[src/inc/etm_consts.svh]
`ifndef ETM_CONSTS_SVH
`define ETM_CONSTS_SVH
`define ETM_CLK_KHZ    10000
`define ETM_LINE_KBPS  10000
`define ETM_SEC_MS     1000
`define ETM_JABBER_MS  20
`define ETM_LINK_TX_MS 16
`define ETM_LINK_TO_MS 100
`define ETM_RUNT_BITS  512
`define ETM_TONE_HALF  2500
`define ETM_PCT_FULL   100
`define ETM_BAR_SEGS   10
`define ETM_BAR_STEP   5
`define ETM_HIST_AW    8
`define ETM_DIV_W      32
`define ETM_HMS_LAST   6'h3B
`endif

[src/inc/etm_pkg.sv]
package etm_pkg;
  typedef enum logic [2:0] {
    ETM_IDLE  = 3'b001,
    ETM_CLEAR = 3'b010,
    ETM_RUN   = 3'b100
  } etm_state_t;

  typedef enum logic [1:0] {
    ETM_ERR_NONE   = 2'h0,
    ETM_ERR_NOLINK = 2'h1,
    ETM_ERR_POL    = 2'h2,
    ETM_ERR_JABBER = 2'h3
  } etm_err_kind_t;

  typedef struct packed {
    logic [7:0] h;
    logic [5:0] m;
    logic [5:0] s;
  } etm_hms_t;

  typedef struct packed {
    etm_err_kind_t kind;
    logic          active;
    etm_hms_t      hms;
  } etm_err_t;

  typedef struct packed {
    logic [6:0]  util;
    logic [6:0]  peak;
    logic [6:0]  avg;
    logic [6:0]  coll;
    logic [31:0] pkts;
    logic [15:0] jabbers;
    logic [15:0] seconds;
  } etm_result_t;
endpackage : etm_pkg

[src/logic/etm_div.sv]
`include "etm_consts.svh"
module etm_div (
  input  wire logic                  clock,
  input  wire logic                  resetn,
  input  wire logic                  start,
  input  wire logic [`ETM_DIV_W-1:0] num,
  input  wire logic [`ETM_DIV_W-1:0] den,
  output logic                       done_q,
  output logic      [`ETM_DIV_W-1:0] quot_q
);
  logic [`ETM_DIV_W:0]   rem_q, rem_d, rem_sh;
  logic [`ETM_DIV_W-1:0] quot_d, den_q, den_d;
  logic [5:0]            cnt_q, cnt_d;
  logic                  done_d;

  // restoring divide, one quotient bit per cycle; divide by zero gives zero
  always_comb begin
    rem_d  = rem_q;
    quot_d = quot_q;
    den_d  = den_q;
    cnt_d  = cnt_q;
    done_d = 1'b0;
    rem_sh = {rem_q[`ETM_DIV_W-1:0], quot_q[`ETM_DIV_W-1]};
    if (start) begin
      rem_d  = '0;
      den_d  = den;
      quot_d = (den == '0) ? '0 : num;
      cnt_d  = (den == '0) ? 6'h00 : 6'(`ETM_DIV_W);
      done_d = (den == '0);
    end else if (cnt_q != 6'h00) begin
      quot_d = {quot_q[`ETM_DIV_W-2:0], 1'b0};
      if (rem_sh >= {1'b0, den_q}) begin
        rem_d     = rem_sh - {1'b0, den_q};
        quot_d[0] = 1'b1;
      end else begin
        rem_d = rem_sh;
      end
      cnt_d  = cnt_q - 6'h01;
      done_d = (cnt_q == 6'h01);
    end
  end

  always_ff @(posedge clock or negedge resetn) begin
    if (!resetn) begin
      rem_q  <= '0;
      quot_q <= '0;
      den_q  <= '0;
      cnt_q  <= 6'h00;
      done_q <= 1'b0;
    end else begin
      rem_q  <= rem_d;
      quot_q <= quot_d;
      den_q  <= den_d;
      cnt_q  <= cnt_d;
      done_q <= done_d;
    end
  end
endmodule : etm_div

[src/logic/etm_hist_mem.sv]
`include "etm_consts.svh"
module etm_hist_mem (
  input  wire logic                    clock,
  input  wire logic                    resetn,
  input  wire logic                    we,
  input  wire logic [`ETM_HIST_AW-1:0] waddr,
  input  wire logic [6:0]              wdata,
  input  wire logic [`ETM_HIST_AW-1:0] raddr,
  output logic      [6:0]              rdata_q
);
  logic [6:0] mem [0:(1<<`ETM_HIST_AW)-1];

  // array has no reset: only entries below the seconds count are meaningful
  always_ff @(posedge clock) begin
    if (we) begin
      mem[waddr] <= wdata;
    end
  end

  always_ff @(posedge clock or negedge resetn) begin
    if (!resetn) begin
      rdata_q <= 7'h00;
    end else begin
      rdata_q <= mem[raddr];
    end
  end
endmodule : etm_hist_mem

[src/logic/etm_monitor.sv]
// Functional notes
// utilization percent is averaged over each most recent one-second window
// peak holds the largest one-second utilization since the test started
// collision rate is collisions over packets in the last second, in percent
// every frame shorter than the minimum length counts as one collision, unless it ends in the cycle that closes a second
// a transmission longer than 20 ms raises the jabber error
// link pulses are sent toward the hub by the monitor itself
// each loss of the established link gives a one-cycle event
// missing link pulses from the hub flag the no-link error
// a reversed receive pair flags the wrong-polarity error
// bar graph is linear, empty at zero, full at 50 percent
// a cleared error shows its kind and time elapsed since it ended
// a present error shows its kind and the time it started
// start clears all stored results, then a new measurement begins; the history array is not cleared, only res_q and the error state
// power-down is held off for as long as the test runs
// history, average, peak, collisions, packets and jabbers stay after the test
// an activity tone sounds while monitoring
// the activity tone is forced off when audible tones are disabled
// utilization is carrier-busy bit times per second at 10 Mb/s
`include "etm_consts.svh"
module etm_monitor #(
  parameter int SEC_CYC = `ETM_SEC_MS * `ETM_CLK_KHZ,
  parameter int JAB_CYC = `ETM_JABBER_MS * `ETM_CLK_KHZ,
  parameter int LTX_CYC = `ETM_LINK_TX_MS * `ETM_CLK_KHZ,
  parameter int LTO_CYC = `ETM_LINK_TO_MS * `ETM_CLK_KHZ
) (
  input  wire logic                    clock,
  input  wire logic                    resetn,
  input  wire logic                    start_cmd,
  input  wire logic                    stop_cmd,
  input  wire logic                    tone_en,
  input  wire logic                    audible_en,
  input  wire logic                    carrier,
  input  wire logic                    link_pulse,
  input  wire logic                    pulse_inverted,
  input  wire logic [`ETM_HIST_AW-1:0] hist_raddr,
  output logic                         pwr_hold_q,
  output logic                         link_tx_q,
  output logic                         link_lost_q,
  output logic                         tone_q,
  output logic      [`ETM_BAR_SEGS-1:0] bar_q,
  output etm_pkg::etm_result_t         res_q,
  output etm_pkg::etm_err_t            err_q,
  output logic      [6:0]              hist_rdata_q
);
  localparam int PCT_CYC  = SEC_CYC / `ETM_PCT_FULL;
  localparam int RUNT_CYC = `ETM_RUNT_BITS * `ETM_CLK_KHZ / `ETM_LINE_KBPS;

  etm_pkg::etm_state_t  state_q, state_d;
  etm_pkg::etm_result_t res_d;
  etm_pkg::etm_err_t    err_d;
  etm_pkg::etm_hms_t    now_q, now_d;
  etm_pkg::etm_err_kind_t kind_now;
  logic [23:0] sec_cnt_q, sec_cnt_d, pct_sub_q, pct_sub_d, len_q, len_d;
  logic [23:0] ltx_cnt_q, ltx_cnt_d, lto_cnt_q, lto_cnt_d;
  logic [6:0]  pct_acc_q, pct_acc_d;
  logic [15:0] pkts_sec_q, pkts_sec_d, coll_sec_q, coll_sec_d;
  logic [31:0] util_sum_q, util_sum_d;
  logic [11:0] tone_cnt_q, tone_cnt_d;
  logic [`ETM_BAR_SEGS-1:0] bar_d;
  logic car_q, link_up_q, link_up_d, pol_err_q, pol_err_d, jab_err_q, jab_err_d;
  logic link_tx_d, link_lost_d, tone_d, pwr_hold_d;
  logic run, tick, frame_end, any_err;
  logic coll_done, avg_done;
  logic [31:0] coll_quot, avg_quot;

  etm_hist_mem u_hist (
    .clock   (clock),
    .resetn  (resetn),
    .we      (tick),
    .waddr   (res_q.seconds[`ETM_HIST_AW-1:0]),
    .wdata   (pct_acc_q),
    .raddr   (hist_raddr),
    .rdata_q (hist_rdata_q)
  );

  etm_div u_coll_div (
    .clock  (clock),
    .resetn (resetn),
    .start  (tick),
    .num    (32'(coll_sec_q) * 32'(`ETM_PCT_FULL)),
    .den    (32'(pkts_sec_q)),
    .done_q (coll_done),
    .quot_q (coll_quot)
  );

  etm_div u_avg_div (
    .clock  (clock),
    .resetn (resetn),
    .start  (tick),
    .num    (util_sum_q + 32'(pct_acc_q)),
    .den    (32'(res_q.seconds) + 32'h0000_0001),
    .done_q (avg_done),
    .quot_q (avg_quot)
  );

  function automatic etm_pkg::etm_hms_t hms_inc(input etm_pkg::etm_hms_t t);
    etm_pkg::etm_hms_t r;
    r = t;
    if (t.s == `ETM_HMS_LAST) begin
      r.s = 6'h00;
      if (t.m == `ETM_HMS_LAST) begin
        r.m = 6'h00;
        r.h = t.h + 8'h01;
      end else begin
        r.m = t.m + 6'h01;
      end
    end else begin
      r.s = t.s + 6'h01;
    end
    return r;
  endfunction : hms_inc

  assign run       = (state_q == etm_pkg::ETM_RUN);
  assign tick      = run && (sec_cnt_q == 24'(SEC_CYC - 1));
  assign frame_end = run && car_q && !carrier;
  assign any_err   = jab_err_q || pol_err_q || !link_up_q;

  // jabber outranks polarity, which outranks a missing link
  always_comb begin
    if (jab_err_q) begin
      kind_now = etm_pkg::ETM_ERR_JABBER;
    end else if (pol_err_q) begin
      kind_now = etm_pkg::ETM_ERR_POL;
    end else if (!link_up_q) begin
      kind_now = etm_pkg::ETM_ERR_NOLINK;
    end else begin
      kind_now = etm_pkg::ETM_ERR_NONE;
    end
  end

  for (genvar i = 0; i < `ETM_BAR_SEGS; i++) begin : g_bar
    assign bar_d[i] = (res_d.util >= 7'((i + 1) * `ETM_BAR_STEP));
  end

  always_comb begin
    state_d     = state_q;
    res_d       = res_q;
    err_d       = err_q;
    now_d       = now_q;
    sec_cnt_d   = sec_cnt_q;
    pct_sub_d   = pct_sub_q;
    pct_acc_d   = pct_acc_q;
    len_d       = len_q;
    pkts_sec_d  = pkts_sec_q;
    coll_sec_d  = coll_sec_q;
    util_sum_d  = util_sum_q;
    ltx_cnt_d   = ltx_cnt_q;
    lto_cnt_d   = lto_cnt_q;
    link_up_d   = link_up_q;
    pol_err_d   = pol_err_q;
    jab_err_d   = jab_err_q;
    link_tx_d   = 1'b0;
    link_lost_d = 1'b0;
    tone_cnt_d  = tone_cnt_q;
    tone_d      = tone_q;
    case (state_q)
      etm_pkg::ETM_IDLE: begin
        if (start_cmd) begin
          state_d = etm_pkg::ETM_CLEAR;
        end
      end
      etm_pkg::ETM_CLEAR: begin
        res_d      = '0;
        err_d      = '0;
        now_d      = '0;
        sec_cnt_d  = '0;
        pct_sub_d  = '0;
        pct_acc_d  = '0;
        pkts_sec_d = '0;
        coll_sec_d = '0;
        util_sum_d = '0;
        link_up_d  = 1'b1;
        pol_err_d  = 1'b0;
        jab_err_d  = 1'b0;
        lto_cnt_d  = '0;
        state_d    = etm_pkg::ETM_RUN;
      end
      etm_pkg::ETM_RUN: begin
        if (stop_cmd) begin
          state_d = etm_pkg::ETM_IDLE;
        end
        sec_cnt_d = tick ? 24'h000000 : sec_cnt_q + 24'h000001;
        if (carrier) begin
          // one clock is one bit time, so busy cycles are busy bits
          if (pct_sub_q == 24'(PCT_CYC - 1)) begin
            pct_sub_d = '0;
            pct_acc_d = pct_acc_q + 7'h01;
          end else begin
            pct_sub_d = pct_sub_q + 24'h000001;
          end
          if (len_q <= 24'(JAB_CYC)) begin
            len_d = len_q + 24'h000001;
          end
          if (len_q == 24'(JAB_CYC) && !jab_err_q) begin
            jab_err_d     = 1'b1;
            res_d.jabbers = res_q.jabbers + 16'h0001;
          end
        end else begin
          len_d     = '0;
          jab_err_d = 1'b0;
        end
        if (frame_end) begin
          pkts_sec_d = pkts_sec_q + 16'h0001;
          res_d.pkts = res_q.pkts + 32'h0000_0001;
          if (len_q < 24'(RUNT_CYC)) begin
            coll_sec_d = coll_sec_q + 16'h0001;
          end
        end
        if (tick) begin
          res_d.util    = pct_acc_q;
          res_d.peak    = (pct_acc_q > res_q.peak) ? pct_acc_q : res_q.peak;
          res_d.seconds = res_q.seconds + 16'h0001;
          util_sum_d    = util_sum_q + 32'(pct_acc_q);
          pct_acc_d     = '0;
          pct_sub_d     = '0;
          pkts_sec_d    = '0;
          coll_sec_d    = '0;
          now_d         = hms_inc(now_q);
        end
        if (coll_done) begin
          res_d.coll = coll_quot[6:0];
        end
        if (avg_done) begin
          res_d.avg = avg_quot[6:0];
        end
        // own link pulses keep the hub port active
        if (ltx_cnt_q == 24'(LTX_CYC - 1)) begin
          ltx_cnt_d = '0;
          link_tx_d = 1'b1;
        end else begin
          ltx_cnt_d = ltx_cnt_q + 24'h000001;
        end
        if (link_pulse || carrier) begin
          lto_cnt_d = '0;
          link_up_d = 1'b1;
        end else if (lto_cnt_q == 24'(LTO_CYC - 1)) begin
          link_up_d   = 1'b0;
          link_lost_d = link_up_q;
        end else begin
          lto_cnt_d = lto_cnt_q + 24'h000001;
        end
        if (link_pulse) begin
          pol_err_d = pulse_inverted;
        end
        if (any_err && !err_q.active) begin
          err_d.active = 1'b1;
          err_d.kind   = kind_now;
          err_d.hms    = now_q;
        end else if (any_err) begin
          err_d.kind = kind_now;
        end else if (err_q.active) begin
          err_d.active = 1'b0;
          err_d.hms    = '0;
        end else if (tick && err_q.kind != etm_pkg::ETM_ERR_NONE) begin
          err_d.hms = hms_inc(err_q.hms);
        end
      end
      default: begin
        state_d = etm_pkg::ETM_IDLE;
      end
    endcase
    // the tone toggles only while carrier is present, giving an audible buzz
    if (run && carrier) begin
      if (tone_cnt_q == 12'(`ETM_TONE_HALF - 1)) begin
        tone_cnt_d = '0;
        tone_d     = !tone_q;
      end else begin
        tone_cnt_d = tone_cnt_q + 12'h001;
      end
    end else begin
      tone_d = 1'b0;
    end
    if (!(tone_en && audible_en)) begin
      tone_d = 1'b0;
    end
    pwr_hold_d = (state_d != etm_pkg::ETM_IDLE);
  end

  always_ff @(posedge clock or negedge resetn) begin
    if (!resetn) begin
      state_q     <= etm_pkg::ETM_IDLE;
      res_q       <= '0;
      err_q       <= '0;
      now_q       <= '0;
      sec_cnt_q   <= '0;
      pct_sub_q   <= '0;
      pct_acc_q   <= 7'h00;
      len_q       <= '0;
      car_q       <= 1'b0;
      pkts_sec_q  <= 16'h0000;
      coll_sec_q  <= 16'h0000;
      util_sum_q  <= 32'h0000_0000;
      ltx_cnt_q   <= '0;
      lto_cnt_q   <= '0;
      link_up_q   <= 1'b1;
      pol_err_q   <= 1'b0;
      jab_err_q   <= 1'b0;
      link_tx_q   <= 1'b0;
      link_lost_q <= 1'b0;
      tone_cnt_q  <= 12'h000;
      tone_q      <= 1'b0;
      bar_q       <= '0;
      pwr_hold_q  <= 1'b0;
    end else begin
      state_q     <= state_d;
      res_q       <= res_d;
      err_q       <= err_d;
      now_q       <= now_d;
      sec_cnt_q   <= sec_cnt_d;
      pct_sub_q   <= pct_sub_d;
      pct_acc_q   <= pct_acc_d;
      len_q       <= len_d;
      car_q       <= carrier;
      pkts_sec_q  <= pkts_sec_d;
      coll_sec_q  <= coll_sec_d;
      util_sum_q  <= util_sum_d;
      ltx_cnt_q   <= ltx_cnt_d;
      lto_cnt_q   <= lto_cnt_d;
      link_up_q   <= link_up_d;
      pol_err_q   <= pol_err_d;
      jab_err_q   <= jab_err_d;
      link_tx_q   <= link_tx_d;
      link_lost_q <= link_lost_d;
      tone_cnt_q  <= tone_cnt_d;
      tone_q      <= tone_d;
      bar_q       <= bar_d;
      pwr_hold_q  <= pwr_hold_d;
    end
  end
endmodule : etm_monitor

[config.mk]
export PLATFORM = sky130hd
export DESIGN_NAME = etm_monitor
export DESIGN_NICKNAME = d
export VERILOG_FILES = /design/src/inc/etm_pkg.sv /design/src/logic/etm_div.sv /design/src/logic/etm_hist_mem.sv /design/src/logic/etm_monitor.sv
export VERILOG_INCLUDE_DIRS = /design/src /design/src/inc
export SDC_FILE = /design/constraint.sdc
export NUM_CORES = 2
export LEC_CHECK = 0
export BUFFER_PORTS_ARGS = -buffer_cell sky130_fd_sc_hd__buf_2
export CAP_MARGIN = 20
export CORE_MARGIN = 4
export CORE_UTILIZATION = 44
export CTS_BUF_LIST = sky130_fd_sc_hd__clkbuf_8
export DETAILED_ROUTE_END_ITERATION = 10
export GPL_ROUTABILITY_DRIVEN = 0
export PLACE_DENSITY_LB_ADDON = 0.25
export REMOVE_ABC_BUFFERS = 1
export SETUP_SLACK_MARGIN = 0.2
export SYNTH_ARGS = -nofsm -noshare
export SYNTH_HDL_FRONTEND = slang
export SYNTH_SLANG_ARGS = --single-unit
[constraint.sdc]
create_clock -name clock -period 7.1 [get_ports clock]
set_input_delay 0.355 -clock clock [delete_from_list [all_inputs] [get_ports clock]]
set_output_delay 0.355 -clock clock [all_outputs]
set_load 0.1 [all_outputs]
==> flow_metrics.env <==
export IMPL_worst_slew_pin_transition_ns=1.17
export IMPL_synthArstFlopShare_pct=23.2
export IMPL_drc_errors=0
export IMPL_crit_path_start_kind="flip-flop"
export IMPL_drt_wl_total_um=240000
export IMPL_avgSynthCellArea_um2=15.5
export IMPL_maxSlewViolCount=0
export IMPL_synthAdderAreaFrac_pct=1.88
export IMPL_ys_flop_type="edfxtp_1"
export IMPL_core_area_um2=223000
export IMPL_yosys_top_cells_area="edfxtp_1 54%, dfrtp_1 14%, mux4_2 12%"
export IMPL_critPathArrivalTime_ns=5.21
export IMPL_synth_top_family_by_area="multiplexers"
export IMPL_syn_to_final_growth_pct=12.4
export IMPL_fill_cells=18630
export IMPL_finClkSkew_ns=0.0857
export IMPL_fin_crit_sh_pct=64.1
export IMPL_clkPwrFrac_pct=39.5
export IMPL_status="finished clean"
export IMPL_cp_common_cell="nor3_1"
export IMPL_cp_buffers_inverters=1
export IMPL_synth_compound_area_share_pct=5.12
export IMPL_port_buffers=152
export IMPL_clk_path_buf_depth=4
export IMPL_seq_area_um2=67400
export IMPL_power_frac_comb_pct=7.7
export IMPL_fmax_ghz=0.220
export IMPL_dieArea_um2=232000
export IMPL_ctsRootBufferMaster="clkbuf_8"
export IMPL_grt_pass1_wl_um=365000
export IMPL_dpl_worst_slack_ns=2.55
export IMPL_grt_max_degree=193
export IMPL_boundaryPins=153
export IMPL_fin_crit_ns=4.55
export IMPL_grt_usage_pct=20.6
export IMPL_drive_gt1_share_pct=19.2
export IMPL_setup_viol=0
export IMPL_multi_input_area_um2=29800
export IMPL_vdd_drop_max_v=0.000333
export IMPL_power_switching_mw=7.27
export IMPL_cap_violations=0
export IMPL_die_y_um=482
export IMPL_hold_class="in -> reg"
export IMPL_dr_pass1_iters=5
export IMPL_vias=56732
export IMPL_rsz0062_at_grt="no"
export IMPL_cpLargestDelayFamily="simple AND/OR/NAND/NOR gates"
export IMPL_overflow=0
export IMPL_critPathSlowestCell="nor3_1"
export IMPL_worstPathMaxFanout=44
export IMPL_end_kind="flip-flop"
export IMPL_num_rows=173
export IMPL_synth_seq_cells=2333
export IMPL_finalHoldViolations=0
export IMPL_clk_latency_ns=1.08
export IMPL_synth_edf_count=1792
export IMPL_cts_buffers=390
export IMPL_finalSetupTns_ns=0
export IMPL_synthSimpleGateAreaFrac_pct=7.90
export IMPL_start_util_pct=44.3
export IMPL_cp_slowest_stage_delay_ns=0.64
export IMPL_synth_top_area_cell="edfxtp_1"
export IMPL_setup_slack_ns=2.55
export IMPL_die_w_um=482
export IMPL_postCtsSetupBuffers=0
export IMPL_htreeDepth=5
export IMPL_wl_per_cell_um=24.1
export IMPL_seqPwrFrac_pct=52.8
export IMPL_yosysTopAreaCellShare_pct=54.4
export IMPL_required_ns=7.75
export IMPL_cts_resized=0
export IMPL_ys_types=80
export IMPL_ys_seq_area_share_pct=68.1
export IMPL_synth_xor_area_share_pct=2.30
export IMPL_synth_area_um2=98800
export IMPL_postRouteAntennaNets=0
export IMPL_p_leak_nw=37.3
export IMPL_internal_power_mw=22.2
export IMPL_clk_pin_slew_worst_paths_ns=0.06
export IMPL_synthMuxAreaShare_pct=12.9
export IMPL_ys_warnings_count=0
export IMPL_synthesis_instances=6362
export IMPL_grt_pass1_vias=57426
export IMPL_pwr_density_cell_nw_per_um2=266
export IMPL_viasPerCell=5.69
export IMPL_final_nets=6848
export IMPL_cts_sinks=2333
export IMPL_swShare_pct=24.6
export IMPL_relSlewSlack_pct=21.6
export IMPL_antenna_found_initial=8
export IMPL_cts_tree="done"
export IMPL_place_hpwl_um=144000
export IMPL_drt_iter0_drc=5173
export IMPL_cp_cell_sequence="ha_1, and4_1, nand4_1, nor3_1, nand2_4, nor3_1, nand2_1, buf_4, nor2_1"
export IMPL_worstSetupPathType="reg -> reg"
metrics by stage:
| step | hold slack (ns) | power, mW | cells | util, % | cell area [um^2] |
|---|---|---|---|---|---|
| finish | 0.120 | 29.5 | 9969 | 49.8 | 111000 |
| floorplan | 0.0594 | 17.1 | 6039 | - | 97600 |
| global placement | 0.455 | 18.1 | 9248 | 46.2 | 103000 |
| global route | 0.0659 | 30.7 | 9969 | 49.8 | 111000 |
| CTS | 0.0136 | 29.8 | 9953 | 49.7 | 111000 |
| detailed placement | 0.444 | 18.2 | 9251 | 46.3 | 103000 |
synthesized netlist by cell type, types with 8 or more instances:
master	n
o21a_1	8
and2_1	26
o211ai_1	11
nor2b_1	48
o221ai_1	21
a22oi_1	32
o21ai_1	23
a31oi_1	22
mux2i_1	102
mux4_2	518
edfxtp_1	1792
a21oi_1	201
nand3_1	179
nand2_1	424
or2_2	12
xor2_1	145
nor3_1	75
nor4_1	27
nand3b_1	12
a221oi_1	13
nand2b_1	31
o31ai_1	37
inv_1	139
nor3b_1	9
clkbuf_1	241
and4_1	19
buf_2	23
or3_1	30
nand4_1	57
xnor2_1	115
and3_1	58
o22ai_1	16
buf_1	59
a22o_1	23
a211oi_1	32
dfrtp_1	539
o21ai_0	344
nor2_1	646
ha_1	126
fa_1	14
a21o_1	20
worst reg2reg max path, delay by kind of cell, from the launching register on:
kind / cells / cell delay, ns
simple gates: 7 / 3.22
buf+inv: 1 / 0.39
flops: 1 / 0.38
fa+ha+maj: 1 / 0.22
registers in the layout, indices dropped and copies added (netlist names), 10 cells and up:
register           cells
u_avg_div.rem_q       32
now_q                 20
tone_cnt_q            12
coll_sec_q            16
u_coll_div.den_q      16
util_sum_q            32
u_hist.mem          1792
lto_cnt_q             24
len_q                 24
u_coll_div.rem_q      32
u_avg_div.quot_q      32
sec_cnt_q             24
bar_q                 10
ltx_cnt_q             24
err_q                 23
u_coll_div.quot_q     32
pkts_sec_q            16
pct_sub_q             24
u_avg_div.den_q       17
res_q                 92
power groups by stage:
stage | Combinational (mW) | Clock [mW] | Sequential, mW
6_report | 2.28 | 11.7 | 15.6
5_1_grt | 2.51 | 12.6 | 15.6
4_1_cts | 2.32 | 11.9 | 15.6
3_5_place_dp | 2.30 | 0 | 15.9
3_3_place_gp | 2.25 | 0 | 15.8
2_1_floorplan | 0.818 | 0 | 16.3
path summary, 6_finish.rpt:
| kind | startpoint | endpoint | slack, ns | cells after the start |
|---|---|---|---|---|
| min | stop_cmd | state_q[2] | 0.12 | 3 |
| max in group asynchronous | resetn | res_q[16] | 5.64 | 4 |
| max | sec_cnt_q[1] | u_hist.mem[18][2] | 2.55 | 9 |
| max reg2reg | sec_cnt_q[1] | u_hist.mem[18][2] | 2.55 | 9 |
| min in group asynchronous | resetn | sec_cnt_q[17] | 0.50 | 4 |
| min reg2reg | u_coll_div.quot_q[15] | u_coll_div.quot_q[15] | 0.48 | 2 |
layer usage:
| layer | vias to the layer above | part of all wire (%) | track usage (%) |
|---|---|---|---|
| met5 | - | 0.0054 | 0 |
| met4 | 2 | 2.7 | 5.92 |
| met3 | 405 | 7.2 | 4.11 |
| met2 | 2079 | 47 | 32.6 |
| met1 | 29062 | 43 | 29.2 |
| li1 | 25184 | - | - |
final cells by class:
type	count	area share (%)
multi-input cells	3567	26.9
clock inverters	263	1.55
inverters	139	0.470
well taps	2975	3.35
repair buffers	260	1.82
diodes	7	0.0158
flip-flops and latches	2333	60.7
clock buffers	425	5.27
cells by family (layout without fill, tap and decap cells):
| logic type | count (synthesis) | after routing |
|---|---|---|
| flip-flops | 2333 | 2333 |
| AND/OR/NAND/NOR | 1694 | 1694 |
| AO/OA/AOI/OAI | 850 | 850 |
| multiplexers | 623 | 623 |
| buffers and inverters | 462 | 1087 |
| XOR/XNOR | 260 | 260 |
| adder cells (fa/ha/maj) | 140 | 140 |
| other | 0 | 7 |
placed cells by master (no fill, tap or decap), types with 179 or more instances in the layout:
cell type     n
edfxtp_1   1792
clkbuf_8    426
a21oi_1     201
nand2_1     415
inv_1       251
nand3_1     179
dfrtp_1     532
o21ai_0     344
mux4_2      518
nor2_1      642
what timing repair did:
action | in CTS | in global routing
hold buffers | 14 | 1
hold endpoints to repair | 155 | 4
setup endpoints to repair | 0 | 0
Note: power is estimated with default switching activity, not from simulation.
